### src/include/flash_ctrl_consts.svh
`ifndef FLASH_CTRL_CONSTS_SVH
`define FLASH_CTRL_CONSTS_SVH
// ==========================================
// Timing
`define CLK_FREQ_HZ      25000000
`define CYC_PER_MS       (`CLK_FREQ_HZ / 1000)
`define UV_DEGLITCH_US   250
`define CYC_UV_DEGLITCH  ((`CLK_FREQ_HZ / 1000000) * `UV_DEGLITCH_US)
`define TIMEOUT_STEP_MS  32
`define PULSE_STEP_MS    32
`define RAMP_BASE_MS     78
// ==========================================
// Register byte offsets
`define OFS_ENABLE       5'h00
`define OFS_CFG1         5'h04
`define OFS_CFG2         5'h08
`define OFS_FLASH_DUR    5'h0C
`define OFS_INDICATOR    5'h10
`define OFS_BLINK        5'h14
`define OFS_SUPPLY_MON   5'h18
`define OFS_FLAGS        5'h1C
// ==========================================
// Field positions
`define EN_MODE_LSB      0
`define EN_FIRST_BIT     3
`define EN_SECOND_BIT    4
`define EN_IND_BIT       6
`define EN_BLINK_BIT     7
`define CFG1_IND_SEL_BIT 4
`define CFG1_HWT_BIT     7
`define CFG2_UV_TORCH_BIT 3
`define DUR_TO_LSB       0
`define DUR_ILIM_LSB     5
`define IND_LEVEL_LSB    0
`define IND_PERIOD_LSB   3
`define IND_RAMP_LSB     6
`define BLK_BLANK_LSB    0
`define BLK_PULSE_LSB    4
`define MON_UV_EN_BIT    0
`define MON_UV_TH_LSB    1
`define MON_RAMP_EN_BIT  3
`define MON_RAMP_TH_LSB  4
`define FLG_TO_BIT       0
`define FLG_RAMP_BIT     6
`define FLG_UV_BIT       7
// ==========================================
// Reset values
`define RST_ENABLE       8'h18
`define RST_CFG          8'h00
`define RST_FLASH_DUR    8'h0F
`endif

### src/include/flash_ctrl_pkg.sv
package flash_ctrl_pkg;
    typedef enum logic [1:0] {LVL_OFF, LVL_TORCH, LVL_FLASH} drive_level_t;
    typedef enum logic [1:0] {MODE_OFF, MODE_PRIVACY, MODE_TORCH, MODE_FLASH} sw_mode_t;
    typedef enum logic [1:0] {IND_RISE, IND_HOLD_HI, IND_FALL, IND_HOLD_LO} ind_phase_t;
endpackage

### src/rtl/flash_led_mode_control.sv
`timescale 1ns/100ps
`include "flash_ctrl_consts.svh"
// Notes on behaviour
// - Ramp monitor enabled and supply dips during ramp: set fault flag bit 6.
// - Ramp-limited flash current holds until host reads the fault flags.
// - Enable bits 4 and 3 switch the two current sources separately.
// - Config1 bit 7 set: multi-function input high turns on torch current.
// - Flash from trigger pin or register overrides hardware torch.
// - Hardware torch: flash end clears config1 bit 7; host sets it again.
// - Flash duration bits 6:5 pick one of four switch current limits.
// - Current limit hit: switching stops until the next switching cycle.
// - Flash duration bits 4:0 give timeout of 32 ms times code plus one.
// - Config1 bit 4 clear: indicator pin is the indicator current source.
// - Enable bit 6 switches the indicator current source.
// - Enable bit 7 selects blinking from the two pattern registers.
// - Blank time is active time times the 16-step blank count.
// - Pulse hold time is 0 to 480 ms in 32 ms steps.
// - Indicator level field picks eight levels, 2.25 mA to 18 mA.
// - Period is two ramps plus two holds; eight period counts.
// - One ramp setting, 78 to 624 ms, serves rise and fall.
// - Supply monitor bit 0 enables; bits 2:1 choose the threshold.
// - Config2 bit 3 picks torch level or off on undervoltage.
// - Current restores only after supply recovers and flags are read.
// - Undervoltage must last 250 us before acting and flagging.
// - Reading the flags clears them; a one means the event happened.
// - Flash timeout turns the sources off whatever the input pin does.
module flash_led_mode_control
    import flash_ctrl_pkg::*;
#(
    parameter int P_CYC_PER_MS = `CYC_PER_MS,
    parameter int P_CYC_UV     = `CYC_UV_DEGLITCH
) (
    input  wire logic        i_sys_clk,
    input  wire logic        i_nrst,
    input  wire logic [4:0]  i_avs_address,
    input  wire logic        i_avs_read,
    input  wire logic        i_avs_write,
    input  wire logic [31:0] i_avs_writedata,
    input  wire logic [3:0]  i_avs_byteenable,
    output logic [31:0]      o_avs_readdata,
    output logic             o_avs_waitrequest,
    input  wire logic        i_flash_trigger,
    input  wire logic        i_multi_function_input,
    input  wire logic        i_supply_low,
    input  wire logic        i_ramp_supply_low,
    input  wire logic        i_flash_ramping,
    input  wire logic        i_limit_hit,
    input  wire logic        i_switch_cycle,
    input  wire logic        i_overvoltage,
    output logic             o_first_current_source,
    output logic             o_second_current_source,
    output drive_level_t     o_drive_level,
    output logic             o_ramp_halt,
    output logic [1:0]       o_limit_sel,
    output logic             o_switch_enable,
    output logic [1:0]       o_supply_monitor_threshold,
    output logic [1:0]       o_ramp_monitor_threshold,
    output logic             o_indicator_on,
    output logic [2:0]       o_indicator_current_level,
    output ind_phase_t       o_indicator_phase
);
    // ==========================================
    // Elaboration checks
    if (P_CYC_PER_MS < 1 || P_CYC_PER_MS > 65535) begin : g_bad_ms
        $error("P_CYC_PER_MS out of range");
    end
    if (P_CYC_UV < 1 || P_CYC_UV > 65535) begin : g_bad_uv
        $error("P_CYC_UV out of range");
    end

    localparam int NPIN = 8;

    logic [NPIN-1:0] pin_raw;
    logic [NPIN-1:0] sync1_reg;
    logic [NPIN-1:0] sync2_reg;
    logic trig_s, mfi_s, uv_s, rlow_s, ramping_s, limit_s, cycle_s, ovp_s;
    logic        ack_reg;
    logic        acc;
    logic        wr_en;
    logic        rd_flags;
    logic [3:0]  wr_idx;
    logic [7:0]  rdata_reg;
    logic [7:0]  enable_reg, cfg1_reg, cfg2_reg, dur_reg;
    logic [7:0]  ind_reg, blink_reg, mon_reg, flags_reg;
    logic [15:0] ms_cnt_reg;
    logic        ms_tick;
    logic        flash_req, flash_req_d_reg, flash_start, flash_on_reg;
    logic        hwt_flash_reg, timeout, flash_end;
    logic [10:0] to_ms_reg, to_limit;
    logic [15:0] uv_cnt_reg;
    logic        uv_low, uv_trip, uv_act_reg, uv_seen_reg;
    logic        ramp_trip, ramp_hold_reg, ilim_blk_reg;
    logic        ind_run, blink_lit;
    sw_mode_t    sw_mode;
    drive_level_t level_next;
    ind_phase_t   phase_w;

    // ==========================================
    // Pin synchronisers
    assign pin_raw = {i_overvoltage, i_switch_cycle, i_limit_hit, i_flash_ramping,
                      i_ramp_supply_low, i_supply_low, i_multi_function_input,
                      i_flash_trigger};
    for (genvar g = 0; g < NPIN; g++) begin : g_sync
        always_ff @(posedge i_sys_clk or negedge i_nrst) begin
            if (!i_nrst) begin
                sync1_reg[g] <= 1'h0;
                sync2_reg[g] <= 1'h0;
            end else begin
                sync1_reg[g] <= pin_raw[g];
                sync2_reg[g] <= sync1_reg[g];
            end
        end
    end
    assign {ovp_s, cycle_s, limit_s, ramping_s, rlow_s, uv_s, mfi_s, trig_s} = sync2_reg;

    // ==========================================
    // Avalon slave: one wait state per access
    function automatic logic [3:0] reg_index(input logic [4:0] a);
        if (a == `OFS_ENABLE)          reg_index = 4'h0;
        else if (a == `OFS_CFG1)       reg_index = 4'h1;
        else if (a == `OFS_CFG2)       reg_index = 4'h2;
        else if (a == `OFS_FLASH_DUR)  reg_index = 4'h3;
        else if (a == `OFS_INDICATOR)  reg_index = 4'h4;
        else if (a == `OFS_BLINK)      reg_index = 4'h5;
        else if (a == `OFS_SUPPLY_MON) reg_index = 4'h6;
        else if (a == `OFS_FLAGS)      reg_index = 4'h7;
        else                           reg_index = 4'hF;
    endfunction

    assign acc               = i_avs_read | i_avs_write;
    assign o_avs_waitrequest = acc & ~ack_reg;
    assign wr_en             = i_avs_write & ack_reg & i_avs_byteenable[0];
    assign wr_idx            = wr_en ? reg_index(i_avs_address) : 4'hF;
    assign rd_flags          = i_avs_read & ack_reg & (reg_index(i_avs_address) == 4'h7);
    assign o_avs_readdata    = {24'h000000, rdata_reg};

    always_ff @(posedge i_sys_clk or negedge i_nrst) begin
        if (!i_nrst) begin
            ack_reg   <= 1'h0;
            rdata_reg <= 8'h00;
        end else begin
            ack_reg <= acc & ~ack_reg;
            if (i_avs_read && !ack_reg) begin
                case (reg_index(i_avs_address))
                    4'h0:    rdata_reg <= enable_reg;
                    4'h1:    rdata_reg <= cfg1_reg;
                    4'h2:    rdata_reg <= cfg2_reg;
                    4'h3:    rdata_reg <= dur_reg;
                    4'h4:    rdata_reg <= ind_reg;
                    4'h5:    rdata_reg <= blink_reg;
                    4'h6:    rdata_reg <= mon_reg;
                    4'h7:    rdata_reg <= flags_reg;
                    default: rdata_reg <= 8'h00;
                endcase
            end
        end
    end

    // ==========================================
    // Configuration registers
    always_ff @(posedge i_sys_clk or negedge i_nrst) begin
        if (!i_nrst) begin
            cfg2_reg  <= `RST_CFG;
            dur_reg   <= `RST_FLASH_DUR;
            ind_reg   <= `RST_CFG;
            blink_reg <= `RST_CFG;
            mon_reg   <= `RST_CFG;
        end else begin
            if (wr_idx == 4'h2) cfg2_reg  <= i_avs_writedata[7:0];
            if (wr_idx == 4'h3) dur_reg   <= i_avs_writedata[7:0];
            if (wr_idx == 4'h4) ind_reg   <= i_avs_writedata[7:0];
            if (wr_idx == 4'h5) blink_reg <= i_avs_writedata[7:0];
            if (wr_idx == 4'h6) mon_reg   <= i_avs_writedata[7:0];
        end
    end

    // Enable and config1 are also altered by the flash sequencer
    always_ff @(posedge i_sys_clk or negedge i_nrst) begin
        if (!i_nrst) begin
            enable_reg <= `RST_ENABLE;
            cfg1_reg   <= `RST_CFG;
        end else begin
            if (wr_idx == 4'h0) begin
                enable_reg <= i_avs_writedata[7:0];
            end else if (timeout && sw_mode == MODE_FLASH) begin
                enable_reg[`EN_MODE_LSB +: 2] <= 2'h0;
            end
            if (wr_idx == 4'h1) begin
                cfg1_reg <= i_avs_writedata[7:0];
            end else if (flash_end && hwt_flash_reg) begin
                cfg1_reg[`CFG1_HWT_BIT] <= 1'h0;
            end
        end
    end
    assign sw_mode = sw_mode_t'(enable_reg[`EN_MODE_LSB +: 2]);

    // ==========================================
    // Millisecond timebase
    assign ms_tick = (ms_cnt_reg == 16'(P_CYC_PER_MS - 1));
    always_ff @(posedge i_sys_clk or negedge i_nrst) begin
        if (!i_nrst) begin
            ms_cnt_reg <= 16'h0000;
        end else begin
            ms_cnt_reg <= ms_tick ? 16'h0000 : ms_cnt_reg + 16'h0001;
        end
    end

    // ==========================================
    // Flash sequencer and timeout
    assign flash_req   = trig_s | (sw_mode == MODE_FLASH);
    assign flash_start = flash_req & ~flash_req_d_reg;
    assign to_limit    = ({6'h00, dur_reg[`DUR_TO_LSB +: 5]} + 11'h001)
                         * 11'(`TIMEOUT_STEP_MS);
    assign timeout     = flash_on_reg & ms_tick & (to_ms_reg + 11'h001 >= to_limit);
    assign flash_end   = flash_on_reg & (timeout | ~flash_req);

    always_ff @(posedge i_sys_clk or negedge i_nrst) begin
        if (!i_nrst) begin
            flash_req_d_reg <= 1'h0;
            flash_on_reg    <= 1'h0;
            hwt_flash_reg   <= 1'h0;
            to_ms_reg       <= 11'h000;
        end else begin
            flash_req_d_reg <= flash_req;
            if (flash_start) begin
                flash_on_reg  <= 1'h1;
                hwt_flash_reg <= cfg1_reg[`CFG1_HWT_BIT];
                to_ms_reg     <= 11'h000;
            end else if (flash_end) begin
                flash_on_reg <= 1'h0;
            end else if (flash_on_reg && ms_tick) begin
                to_ms_reg <= to_ms_reg + 11'h001;
            end
        end
    end

    // ==========================================
    // Supply undervoltage monitor
    assign uv_low  = uv_s & mon_reg[`MON_UV_EN_BIT];
    // Counter saturates so one long dip trips once
    assign uv_trip = uv_low & (uv_cnt_reg == 16'(P_CYC_UV - 1));

    always_ff @(posedge i_sys_clk or negedge i_nrst) begin
        if (!i_nrst) begin
            uv_cnt_reg  <= 16'h0000;
            uv_act_reg  <= 1'h0;
            uv_seen_reg <= 1'h0;
        end else begin
            if (!uv_low) begin
                uv_cnt_reg <= 16'h0000;
            end else if (uv_cnt_reg != 16'(P_CYC_UV)) begin
                uv_cnt_reg <= uv_cnt_reg + 16'h0001;
            end
            if (uv_trip) begin
                uv_act_reg  <= 1'h1;
                uv_seen_reg <= 1'h0;
            end else if (uv_act_reg && uv_seen_reg && !uv_s) begin
                uv_act_reg  <= 1'h0;
                uv_seen_reg <= 1'h0;
            end else if (uv_act_reg && rd_flags) begin
                uv_seen_reg <= 1'h1;
            end
        end
    end

    // ==========================================
    // Ramp monitor, current limit and flags
    assign ramp_trip = mon_reg[`MON_RAMP_EN_BIT] & rlow_s & ramping_s & flash_on_reg;

    always_ff @(posedge i_sys_clk or negedge i_nrst) begin
        if (!i_nrst) begin
            ramp_hold_reg <= 1'h0;
            ilim_blk_reg  <= 1'h0;
            flags_reg     <= 8'h00;
        end else begin
            // Set wins over clear in both flops
            ramp_hold_reg <= ramp_trip | (ramp_hold_reg & ~rd_flags);
            ilim_blk_reg  <= limit_s | (ilim_blk_reg & ~cycle_s);
            // A read clears only the bits it returned; a flash start also clears bit 0
            flags_reg <= (flags_reg & ~(rd_flags ? rdata_reg : 8'h00))
                         & ~{7'h00, flash_start}
                         | {uv_trip, ramp_trip, 5'h00, timeout};
        end
    end

    // ==========================================
    // Drive level selection
    always_comb begin
        if (uv_act_reg && !cfg2_reg[`CFG2_UV_TORCH_BIT]) begin
            level_next = LVL_OFF;
        end else if (flash_on_reg) begin
            level_next = uv_act_reg ? LVL_TORCH : LVL_FLASH;
        end else if ((cfg1_reg[`CFG1_HWT_BIT] && mfi_s) || sw_mode == MODE_TORCH) begin
            level_next = LVL_TORCH;
        end else begin
            level_next = LVL_OFF;
        end
    end

    // ==========================================
    // Indicator
    assign ind_run = enable_reg[`EN_IND_BIT] & ~cfg1_reg[`CFG1_IND_SEL_BIT];

    indicator_blinker u_blinker (
        .i_sys_clk     (i_sys_clk),
        .i_nrst        (i_nrst),
        .i_ms_tick     (ms_tick),
        .i_run         (ind_run & enable_reg[`EN_BLINK_BIT]),
        .i_ramp_sel    (ind_reg[`IND_RAMP_LSB +: 2]),
        .i_pulse_code  (blink_reg[`BLK_PULSE_LSB +: 4]),
        .i_period_code (ind_reg[`IND_PERIOD_LSB +: 3]),
        .i_blank_code  (blink_reg[`BLK_BLANK_LSB +: 4]),
        .o_lit         (blink_lit),
        .o_phase       (phase_w)
    );

    // ==========================================
    // Registered outputs
    always_ff @(posedge i_sys_clk or negedge i_nrst) begin
        if (!i_nrst) begin
            o_first_current_source     <= 1'h0;
            o_second_current_source    <= 1'h0;
            o_drive_level              <= LVL_OFF;
            o_ramp_halt                <= 1'h0;
            o_limit_sel                <= 2'h0;
            o_switch_enable            <= 1'h0;
            o_supply_monitor_threshold <= 2'h0;
            o_ramp_monitor_threshold   <= 2'h0;
            o_indicator_on             <= 1'h0;
            o_indicator_current_level  <= 3'h0;
            o_indicator_phase          <= IND_RISE;
        end else begin
            o_drive_level           <= level_next;
            o_first_current_source  <= (level_next != LVL_OFF) & enable_reg[`EN_FIRST_BIT];
            o_second_current_source <= (level_next != LVL_OFF) & enable_reg[`EN_SECOND_BIT];
            o_ramp_halt             <= ramp_hold_reg;
            o_limit_sel             <= dur_reg[`DUR_ILIM_LSB +: 2];
            o_switch_enable         <= (level_next != LVL_OFF) & ~ilim_blk_reg & ~limit_s
                                       & ~ovp_s;
            o_supply_monitor_threshold <= mon_reg[`MON_UV_TH_LSB +: 2];
            o_ramp_monitor_threshold   <= mon_reg[`MON_RAMP_TH_LSB +: 2];
            o_indicator_on             <= ind_run & (~enable_reg[`EN_BLINK_BIT] | blink_lit);
            o_indicator_current_level  <= ind_reg[`IND_LEVEL_LSB +: 3];
            o_indicator_phase          <= phase_w;
        end
    end
endmodule

### src/rtl/indicator_blinker.sv
`timescale 1ns/100ps
`include "flash_ctrl_consts.svh"
module indicator_blinker
    import flash_ctrl_pkg::*;
(
    input  wire logic        i_sys_clk,
    input  wire logic        i_nrst,
    input  wire logic        i_ms_tick,
    input  wire logic        i_run,
    input  wire logic [1:0]  i_ramp_sel,
    input  wire logic [3:0]  i_pulse_code,
    input  wire logic [2:0]  i_period_code,
    input  wire logic [3:0]  i_blank_code,
    output logic             o_lit,
    output ind_phase_t       o_phase
);
    logic [9:0]  ramp_ms;
    logic [9:0]  pulse_ms;
    logic [9:0]  seg_len;
    logic [9:0]  cnt_reg;
    logic [7:0]  pcnt_reg;
    logic [7:0]  periods;
    logic [7:0]  total;
    logic        done;
    ind_phase_t  phase_reg;

    // ==========================================
    // Segment lengths
    assign ramp_ms  = 10'(`RAMP_BASE_MS) << i_ramp_sel;
    assign pulse_ms = 10'(i_pulse_code) * 10'(`PULSE_STEP_MS);
    assign seg_len  = (phase_reg == IND_RISE || phase_reg == IND_FALL) ? ramp_ms : pulse_ms;
    assign periods  = {5'h00, i_period_code} + 8'h01;
    // Blank spans blank_code further active times
    assign total    = periods * ({4'h0, i_blank_code} + 8'h01);
    // Zero-length hold is skipped without waiting for a tick
    assign done     = (seg_len == 10'h000) ||
                      (i_ms_tick && (cnt_reg + 10'h001 >= seg_len));

    // ==========================================
    // Period sequencer
    always_ff @(posedge i_sys_clk or negedge i_nrst) begin
        if (!i_nrst) begin
            cnt_reg   <= 10'h000;
            pcnt_reg  <= 8'h00;
            phase_reg <= IND_RISE;
        end else if (!i_run) begin
            cnt_reg   <= 10'h000;
            pcnt_reg  <= 8'h00;
            phase_reg <= IND_RISE;
        end else if (done) begin
            cnt_reg <= 10'h000;
            case (phase_reg)
                IND_RISE:    phase_reg <= IND_HOLD_HI;
                IND_HOLD_HI: phase_reg <= IND_FALL;
                IND_FALL:    phase_reg <= IND_HOLD_LO;
                default: begin
                    phase_reg <= IND_RISE;
                    pcnt_reg  <= (pcnt_reg + 8'h01 >= total) ? 8'h00 : pcnt_reg + 8'h01;
                end
            endcase
        end else if (i_ms_tick) begin
            cnt_reg <= cnt_reg + 10'h001;
        end
    end

    assign o_lit   = i_run && (pcnt_reg < periods);
    assign o_phase = phase_reg;
endmodule

### config.mk
export PLATFORM = sky130hd
export DESIGN_NAME = flash_led_mode_control
export DESIGN_NICKNAME = d
export VERILOG_FILES = /design/src/include/flash_ctrl_pkg.sv /design/src/rtl/flash_led_mode_control.sv /design/src/rtl/indicator_blinker.sv
export VERILOG_INCLUDE_DIRS = /design/src /design/src/include
export SDC_FILE = /design/constraint.sdc
export NUM_CORES = 1
export LEC_CHECK = 0
export BUFFER_PORTS_ARGS = -buffer_cell sky130_fd_sc_hd__buf_2
export CORE_ASPECT_RATIO = 0.5
export CORE_MARGIN = 1
export CORE_UTILIZATION = 36
export DETAILED_ROUTE_END_ITERATION = 10
export PLACE_DENSITY = 0.55
export SLEW_MARGIN = 40
export SYNTH_ARGS = -nofsm -noshare
export SYNTH_HDL_FRONTEND = slang
export SYNTH_SLANG_ARGS = --single-unit
### constraint.sdc
create_clock -name i_sys_clk -period 10.6 [get_ports i_sys_clk]
set_input_delay 2.12 -clock i_sys_clk [delete_from_list [all_inputs] [get_ports i_sys_clk]]
set_output_delay 2.12 -clock i_sys_clk [all_outputs]
set_load 0.005 [all_outputs]
==> results of run 1 <==
==> layer usage <==
metal  track usage [%]  share of wire (%)
met1              22.8                 50
met2              26.0                 46
met3              3.15                2.9
met4              4.19               0.96
met5                 0                  0
==> per-stage QoR <==
step	cells	total power [W]	setup slack, ns	util [%]
global route	1286	0.00156	4.88	41.4
floorplan	900	0.000811	5.99	-
detailed placement	1253	0.000862	5.33	39.0
global placement	1253	0.000858	5.45	38.9
finish	1286	0.00149	5.33	41.4
CTS	1285	0.00150	5.34	41.3
==> cells in the final DEF (no fill, tap or decap), drive strengths merged, types with 22 or more instances in the layout <==
master,count
dfrtp,171
nor2,89
nand2,69
ha,56
buf,54
mux2,50
xor2,41
inv,38
nand3,34
o21ai,30
xnor2,26
a22oi,24
conb,24
clkbuf,22
==> cell type report <==
type / count / share of cell area (%)
timing repair buffer: 55 / 2.85
inverter: 35 / 1.25
multi-input combinational: 642 / 43.9
clock inverter: 11 / 1.20
tap: 344 / 4.10
clock buffer: 21 / 4.48
sequential: 177 / 42.2
antenna: 1 / 0.0238
==> power groups by stage <==
stage	Clock (W)	Sequential (W)	Combinational (W)
floorplan	0	0.000735	0.0000762
global placement	0	0.000746	0.000112
detailed placement	0	0.000747	0.000116
CTS	0.000653	0.000734	0.000117
global route	0.000687	0.000738	0.000132
finish	0.000639	0.000734	0.000114
==> worst max-delay path by stage <==
stage	start	cells after the start	end
after global placement	ind_reg[3]$_DFFE_PN0N_	19	u_blinker.pcnt_reg[4]$_DFFE_PN0P_
final	ind_reg[3]$_DFFE_PN0N_	18	u_blinker.pcnt_reg[5]$_DFFE_PN0P_
after detailed placement	ind_reg[3]$_DFFE_PN0N_	19	u_blinker.pcnt_reg[5]$_DFFE_PN0P_
after floorplan	ind_reg[3]$_DFFE_PN0N_	19	u_blinker.pcnt_reg[4]$_DFFE_PN0P_
after global routing	ind_reg[3]$_DFFE_PN0N_	19	u_blinker.pcnt_reg[4]$_DFFE_PN0P_
after CTS	ind_reg[3]$_DFFE_PN0N_	19	u_blinker.pcnt_reg[5]$_DFFE_PN0P_
==> logic make-up after synthesis <==
logic type | count (synthesis)
other cells | 1
fa+ha+maj | 62
flops | 177
buf+inv | 81
mux | 53
xor+xnor | 67
compound gates | 158
simple gates | 278
==> key figures, run 1 <==
Timing
  – Final Cycle Share: approximately half
  – Setup tns final: 0 ns
  – Final Setup Violations: 0
  – Final min period: 5.27 ns
  – Highest clock rate: ~190 MHz
  – Worst-Margin Slew: slightly below 0.8 ns
  – Max-Slew Margin vs Limit: between 40 and 50%
  – Setup Skew: 0.00856 ns
  – Fin. Hold Viols: 0
  – Hold_ws: 0.347 ns
  – RSZ-0062 raised after global routing: no
  – Final Max Slew Viols: 0

Global routing
  – Largest net degree at the start of global routing: 96
  – First-pass GRT wire length: 34.1 mm
  – Total track usage: 16.3%
  – Antenna violations before repair: 1
  – Grt ovf: 0
  – Vias in the first global route: between 6000 and 7000

Critical path
  – Critical R2R Launch: ind_reg[3]$_DFFE_PN0N_
  – Reg-to-reg endpoint: u_blinker.pcnt_reg[5]$_DFFE_PN0P_
  – CP peak stage delay: between 0.5 and 0.6 ns
  – Startpoint types: flip-flop
  – CP max FO: 10
  – CP max stage cell: dfrtp_1
  – Cell Chain, Critical Path: nand3_1 > or2_2 > fa_1 > inv_1 > fa_1 > ha_1 > a21o_1 > a21oi_1 > o21bai_1 > a21oi_1 > xnor2_1 > ha_1 > o21ai_0 > nor2_1 > a2111oi_2 > and2_1 > nand2_1 > o31ai_1
  – WS Path Type: reg2reg
  – Crit path required time: 10.93 ns
  – Crit path max-delay family: adder cells
  – R2r setup slk: 5.33 ns
  – Worst r2r path cells: 18
  – Crit. End Element: flip-flop
  – Crit path arrival time: around 5.6 ns
  – CP bufs+invs: 1

Logic synthesis
  – XOR/XNOR Fraction of Synth Area: 6.26%
  – Netlist Area Pre-Place: 0.00937 mm²
  – Simple-gate portion of the synthesized area: roughly 15%
  – Post-Syn Area per Cell: 10.7 µm²
  – Compound-cell area share of the yosys netlist: between 10% and 20%
  – Adder-Cell Fraction of Synth Area: 8.76%
  – Synth area leaders: dfrtp_1 46%, ha_1 7.5%, mux2_2 4.3%
  – Sequential share of the synthesized area: a little under half
  – Post-synth EDFFs: 0
  – Dominant synthesized flop cell: dfrtp_1
  – Synth Instances: 877
  – Top cell type's share of synthesized area: 45.7%
  – Post-synth ARST share: 100%
  – #FFs+latches synth: ~180
  – Main combinational cell family by area after synthesis: simple AND/OR/NAND/NOR gates
  – Post-synthesis mux area share: approximately 6.3%
  – Most numerous cell in the Yosys netlist: dfrtp_1
  – Most frequent cells after synthesis: 171 x dfrtp_1, 84 x nor2_1, 68 x nand2_1
  – Post-synth top area cell: dfrtp_1
  – Distinct cells, synth: 71
  – Synth warnings: 0

Power
  – Clk pwr share: a little over two fifths
  – Switching fraction of total power: 24.6%
  – Worst IR Drop VDD: between 0.09 and 0.1 mV
  – Leak pwr: around 5.0 nW
  – P_int: 0.00112 W
  – P per Cell Area: 141 mW/mm²
  – Reg power frac: 49.4%
  – Combinational Power Share: between 7 and 8%
  – Net Switching: 0.000366 W

Floorplanning
  – DIE WIDTH: ~230 µm
  – Num ports: roughly 100
  – Initial core utilization: 36.9%
  – # rows: 41
  – Core box area: 0.0254 mm²
  – DIE AREA: 0.0267 mm²
  – Die span in y: roughly 120 µm

Clocking
  – Post-CTS Repair Setup Buffers: 0
  – Post-CTS Hold Buffers: 0
  – Clock Path Buffers: 2
  – Reg clk slew, reported paths: 0.07 ns
  – # clock sinks: 177
  – Cts repair resizes: 0
  – Clock buffer count from CTS: 17
  – Clk root buf: clkbuf_16
  – CTS H-Tree Depth: 4
  – Worst-Skew Late Latency: 0.43 ns
  – CTS tree: built

Routing
  – DRT Wirelength: 20.6 mm
  – Drt wl/cell: 16.0 µm
  – ANT nets after route: 0
  – First drt pass iteration count: 5
  – Initial DRC Count: 412
  – Vias per inst: 5.06
  – Vias: 6509
  – Post-route DRC: 0

Min path
  – Worst hold start: sync1_reg[3]$_DFF_PN0_
  – Hold path endpoint: rlow_s$_DFF_PN0_
  – Min-Delay Path Depth: 0
  – Worst min-delay path class: reg2reg

Final layout
  – Final net count: ~1000
  – Area grow syn2layout: 12.1%
  – Layout cells sized above 1: 16.2%
  – Filler cell count: 2424
  – Design area: 0.0105 mm²
  – Register Area: 0.00444 mm²
  – Multi-input logic area: 0.00461 mm²

Place
  – Placed Instance Area: 0.00990 mm²
  – Routability cong.: 0.808
  – Buffers added on ports: between 50 and 60
  – Detailed Place HPWL: ~15 mm

Run
  – Max Cap Viol: 0

Status
  – Run status: finished clean
Power figures use the tool's default switching activity.
==> inputs of run 2 (changes only) <==
PLACE_DENSITY = 0.57   (was 0.55)
clock period = 4.6 ns   (was 10.6 ns; I/O delays follow)
==> run 2 against run 1 <==
Setup slack worse by 5.2 ns. Combinational power rose to 2.6 times the previous value. Sequential power grew 130%. Clock skew grew 0.0021 ns. Register-to-register slack got worse by 5.2 ns. Critical path type unchanged. Critical endpoint unchanged. Wire length rose by 3.3%. Cell count grew 1.9%. First-iteration DRC count up 38%. Via count rose by 2.2%. Global-route usage is 0.48 points higher. Highest routed layer unchanged.
==> key figures, run 2 (same netlist as run 1, synthesis figures left out) <==
Critical path
  – Worst r2r path cells: 18
  – CP max FO: 5
  – CP peak stage delay: 0.49 ns
  – Crit. End Element: flip-flop
  – Cell Chain, Critical Path: ha_2 > xnor2_2 > nand2b_1 > fa_1 > inv_1 > fa_1 > ha_1 > a21o_1 > a21oi_2 > buf_4 > xnor2_1 > ha_1 > a211oi_2 > a21oi_2 > a2111oi_4 > and2_4 > nand2_2 > o31ai_1
  – Total number of cells along the worst setup path: 18
  – WS Path Type: reg2reg
  – Startpoint types: flip-flop
  – Crit path required time: 4.94 ns
  – Crit path max-delay family: adder cells
  – CP max stage cell: fa_1
  – Crit path arrival time: 4.78 ns
  – CP bufs+invs: 2

Timing
  – Final min period: 4.43 ns
  – Final Cycle Share: 96.4%
  – Worst-Margin Slew: 0.775 ns
  – Max-Slew Margin vs Limit: about 48%
  – Final Max Slew Viols: 0
  – Final Setup Violations: 0
  – Setup tns final: 0 ns
  – Highest clock rate: around 230 MHz
  – Fin. Hold Viols: 0
  – Final setup margin: 0.165 ns
  – Setup Skew: around 0.011 ns

Global routing
  – First-pass GRT wire length: 34.9 mm
  – Vias in the first global route: between 6000 and 7000
  – Grt ovf: 0
  – Largest net degree at the start of global routing: 74
  – Total track usage: 16.8%
  – Antenna violations before repair: 1

Power
  – P_int: 0.00275 W
  – Switching fraction of total power: 24.0%
  – P per Cell Area: 334 mW/mm²
  – Clk pwr share: 45.2%
  – Leak pwr: approximately 5.2 nW
  – Reg power frac: 46.6%
  – Worst IR Drop VDD: about 0.18 mV
  – Combinational Power Share: 8.2%
  – Net Switching: 0.000869 W

Place
  – Worst slack, placed: -0.0984 ns
  – Buffers added on ports: 52
  – Post-Place Cells: 1272
  – Routability cong.: between 0.8 and 0.9
  – Detailed Place HPWL: 15.0 mm

Floorplanning
  – DIE WIDTH: ~230 µm
  – Core box area: approximately 0.025 mm²
  – Initial core utilization: 36.9%
  – Num ports: between 100 and 150
  – DIE AREA: 0.0267 mm²
  – # rows: 41
  – Die span in y: 116 µm

Final layout
  – Most common cell after layout, fill and taps aside: dfrtp_1
  – Non-filler cells in the finished layout: 1311
  – Final net count: between 1000 and 1500
  – Layout cells sized above 1: 20.0%
  – Most frequent cells in the layout: 170 x dfrtp_1, 83 x nor2_1, 67 x nand2_1, 54 x ha_1, 51 x buf_2
  – Filler cell count: 2430
  – Area grow syn2layout: 15.6%

Clocking
  – Reg clk slew, reported paths: 0.07 ns
  – Post-CTS Hold Buffers: 0
  – CTS H-Tree Depth: 4
  – Clk root buf: clkbuf_16
  – Clock buffer count from CTS: 17
  – Worst-Skew Late Latency: 0.44 ns
  – CTS tree: built
  – Clock Path Buffers: 2
  – # clock sinks: 177

Min path
  – Worst min-delay path class: reg2reg
  – Min-Delay Path Depth: 0

Routing
  – Drt wl/cell: around 16 µm
  – Vias: 6654
  – First drt pass iteration count: 4
  – Post-route DRC: 0
  – Vias per inst: 5.08
  – ANT nets after route: 0
  – DRT Wirelength: 21.3 mm
  – Initial DRC Count: 570

Run
  – Max Cap Viol: 0

Status
  – Run status: finished clean
==> run 2: cell types whose count changed in the layout (fill, tap and decap cells not counted), moves of 3 or more <==
cell / before / now
buf_4: 2 / 27
a21oi_1: 21 / 18
a21oi_2: 0 / 3
bufinv_16: 2 / 5
==> run 2: per-layer routing <==
layer	global-route usage, %	share of wire [%]	up-vias
met5	0	0	-
met4	5.08	1.2	0
met3	3.35	4.1	16
met2	27.5	47	115
met1	22.6	48	3312
li1	-	-	3211
==> run 2: final cells by class <==
| type | count | area (µm²) | area share [%] |
|---|---|---|---|
| sequential | 177 | 4440 | 41.0 |
| multi-input combinational | 642 | 4680 | 43.3 |
| clock buffer | 20 | 457 | 4.22 |
| tap | 344 | 430 | 3.98 |
| timing repair buffer | 80 | 480 | 4.44 |
| antenna | 1 | 2.50 | 0.0231 |
| clock inverter | 12 | 203 | 1.87 |
| inverter | 35 | 131 | 1.21 |
==> run 2: timing repair <==
action                     4_1_cts  5_1_grt
buffers inserted                 1        5
setup endpoints to repair        3        8
pin swaps                        3       12
resized for setup                5       16
cloned                           0        0
==> run 2: per-stage QoR <==
stage / hold slack (ns) / cell area [µm²] / utilization, % / power, W
final: 0.348 / 10800 / 42.6 / 0.00362
after floorplan: 0.331 / 9460 / - / 0.00187
after global placement: 0.335 / 10000 / 39.5 / 0.00199
after detailed placement: 0.335 / 10000 / 39.5 / 0.00200
after CTS: 0.350 / 10700 / 42.2 / 0.00365
after global routing: 0.355 / 10800 / 42.6 / 0.00377
==> run 2: power by group through the flow <==
stage          clock [W]  combinational, W  sequential [W]
2_1_floorplan          0          0.000176         0.00169
4_1_cts          0.00167          0.000291         0.00169
5_1_grt          0.00173          0.000339         0.00170
3_5_place_dp           0          0.000287         0.00172
3_3_place_gp           0          0.000281         0.00171
6_report         0.00164          0.000295         0.00169
==> run 2: worst paths after layout <==
kind / startpoint / endpoint / slack [ns]
worst min register to register: sync1_reg[0]$_DFF_PN0_ / trig_s$_DFF_PN0_ / 0.35
worst max register to register: blink_reg[0]$_DFFE_PN0N_ / u_blinker.pcnt_reg[5]$_DFFE_PN0P_ / 0.17
worst max-delay path: blink_reg[0]$_DFFE_PN0N_ / u_blinker.pcnt_reg[5]$_DFFE_PN0P_ / 0.17
min in group asynchronous: i_nrst / u_blinker.cnt_reg[1]$_DFFE_PN0P_ / 0.50
worst min-delay path: sync1_reg[0]$_DFF_PN0_ / trig_s$_DFF_PN0_ / 0.35
max in group asynchronous: i_nrst / dur_reg[0]$_DFFE_PN1N_ / 3.17
==> run 2: worst reg2reg max path, stage by stage (launching register included) <==
cell,delay [ns]
dfrtp_1,0.40
ha_2,0.21
xnor2_2,0.15
nand2b_1,0.17
fa_1,0.49
inv_1,0.06
fa_1,0.47
ha_1,0.29
a21o_1,0.19
a21oi_2,0.15
buf_4,0.13
xnor2_1,0.12
ha_1,0.28
a211oi_2,0.26
a21oi_2,0.10
a2111oi_4,0.30
and2_4,0.20
nand2_2,0.10
o31ai_1,0.27
==> inputs of run 3 (changes only) <==
GPL_TIMING_DRIVEN = 0   (was not set)
==> run 3 against run 2 <==
Final area increased by 2.6%. Cell count rose by 2.5%. Global-route usage shrank 0.080 points. Combinational power rose by 10%. Sequential share of layout area shrank 1.0 points. Critical path depth grew 2. Total power shrank 3.8%. Setup slack worse by 0.042 ns. Worst hold slack better by 0.0017 ns. Non-clock buffer count is 34 higher. Utilization up 1.1 points. Clock power is 10% lower. Critical endpoint unchanged. Largest cell class unchanged. Highest routed layer unchanged.
==> key figures, run 3 (same netlist as run 1, synthesis figures left out) <==
Timing
  – Final Max Slew Viols: 0
  – Fin. Hold Viols: 0
  – Final min period: ~4.5 ns
  – Worst-Margin Slew: between 0.7 and 0.8 ns
  – Max-Slew Margin vs Limit: between 40% and 50%
  – Highest clock rate: 223 MHz
  – Final Setup Violations: 0
  – Setup Skew: 0.0128 ns
  – Setup tns final: 0 ns
  – Hold_ws: 0.350 ns
  – Final Cycle Share: 97.3%

Status
  – Run status: finished clean

Floorplanning
  – Die span in y: 116 µm
  – Core box area: 0.0254 mm²
  – Num ports: 104
  – Initial core utilization: 36.9%
  – # rows: 41
  – DIE AREA: around 0.027 mm²
  – DIE WIDTH: between 200 and 250 µm

Place
  – Post-Place Cells: roughly 1300
  – Routability cong.: 0.819
  – Buffers added on ports: 52
  – Detailed Place HPWL: 15.4 mm

Global routing
  – Vias in the first global route: 6568
  – Grt ovf: 0
  – First-pass GRT wire length: 34.7 mm
  – Largest net degree at the start of global routing: 71
  – Antenna violations before repair: 0
  – Total track usage: 16.7%

Clocking
  – CTS tree: built
  – # clock sinks: about 180
  – Reg clk slew, reported paths: 0.07 ns
  – Clock Path Buffers: 2
  – Clk root buf: clkbuf_16
  – Worst-Skew Late Latency: ~0.44 ns
  – Post-CTS Hold Buffers: 0
  – CTS H-Tree Depth: 4
  – Clock buffer count from CTS: 17

Power
  – P per Cell Area: 313 mW/mm²
  – Pwr Total: 0.00348 W
  – Leak pwr: roughly 5.3 nW
  – Worst IR Drop VDD: between 0.2 and 0.3 mV

Critical path
  – Crit. End Element: flip-flop
  – CP max FO: 4
  – Startpoint types: flip-flop
  – Crit path required time: roughly 4.9 ns
  – Crit path arrival time: 4.78 ns
  – WS Path Type: reg2reg

Routing
  – DRT Wirelength: 21.6 mm
  – Post-route DRC: 0
  – Drt wl/cell: 16.1 µm
  – Vias: 6812
  – ANT nets after route: 0
  – First drt pass iteration count: 5
  – Initial DRC Count: 465
  – Vias per inst: 5.07

Run
  – Max Cap Viol: 0

Final layout
  – Most common cell after layout, fill and taps aside: dfrtp_1
  – Layout cells sized above 1: 22.4%
  – Most frequent cells in the layout: 167 x dfrtp_1, 81 x nor2_1, 67 x nand2_1, 58 x buf_2, 53 x ha_1
  – Final Util: 43.8%
  – Final net count: between 1000 and 1500
  – Diodes inserted: 0
  – Non-filler cells in the finished layout: 1344
  – Area grow syn2layout: 18.6%
  – Filler cell count: around 2400

Min path
  – Worst min-delay path class: reg2reg
-- run 3: changes by cell type in the layout (fill, tap and decap cells not counted), moves of 3 or more --
| cell | change |
|---|---|
| buf_2 | +7 |
| buf_4 | +13 |
| bufinv_16 | -3 |
| clkbuf_1 | +10 |
| dfrtp_1 | -3 |
| dfrtp_2 | +3 |
| ha_4 | +3 |
-- run 3: worst paths after layout --
kind | from | endpoint | slack [ns] | cells after the start
setup / recovery | blink_reg[0]$_DFFE_PN0N_ | u_blinker.pcnt_reg[5]$_DFFE_PN0P_ | 0.12 | 20
hold / removal | sync1_reg[2]$_DFF_PN0_ | uv_s$_DFF_PN0_ | 0.35 | 0
setup reg to reg | blink_reg[0]$_DFFE_PN0N_ | u_blinker.pcnt_reg[5]$_DFFE_PN0P_ | 0.12 | 20
hold reg to reg | sync1_reg[2]$_DFF_PN0_ | uv_s$_DFF_PN0_ | 0.35 | 0
max in group asynchronous | i_nrst | dur_reg[3]$_DFFE_PN1N_ | 3.41 | 2
min in group asynchronous | i_nrst | o_first_current_source$_DFF_PN0_ | 0.43 | 1
-- run 3: cell type report --
type                       count  area [µm²]  area share, %
inverter                      35         131           1.18
multi-input combinational    642        4790           43.1
tap                          344         430           3.87
timing repair buffer          68         434           3.91
clock inverter                11         131           1.18
buffer                        46         295           2.66
sequential                   177        4440           40.0
clock buffer                  21         460           4.14
-- run 3: what timing repair did --
| action | CTS | global route |
|---|---|---|
| setup buffers | 6 | 8 |
| pin swaps | 5 | 9 |
| endpoints found under the setup margin | 8 | 8 |
| resized for setup | 18 | 20 |
-- run 3: where the power goes --
group | leakage, nW | total [W] | internal [W] | switching, W
clock network | 0.286 | 0.00147 | 0.000835 | 0.000630
registers | 2.34 | 0.00169 | 0.00163 | 0.0000608
logic | 2.72 | 0.000325 | 0.000143 | 0.000182
-- run 3: per-stage QoR --
stage	instance area (µm²)	worst slack, ns
after global placement	10100	-0.447
after global routing	11100	-0.0112
final	11100	0.124
after CTS	10900	0.00730
after detailed placement	10200	-0.581
after floorplan	9460	0.101
-- run 3: layer usage --
layer	wire (µm)	vias up	global-route usage, %
met5	0	-	0
met4	264	0	4.46
met3	835	23	3.96
met2	10200	122	27.2
met1	10300	3388	22.4
li1	-	3279	-
-- run 3: critical path, stage by stage (launching register included) --
cell and delay (ns):
dfrtp_2 0.46, ha_4 0.20, xnor2_4 0.14, nand2b_4 0.16, fa_1 0.49, inv_1 0.06
fa_1 0.48, ha_1 0.32, a21o_1 0.19, a21oi_2 0.15, o21bai_1 0.08, a21oi_1 0.17
xnor2_1 0.11, ha_1 0.29, o21ai_2 0.07, nor2_2 0.16, a2111oi_4 0.10, buf_4 0.16
and2_1 0.14, o21ai_0 0.30, o31ai_4 0.12
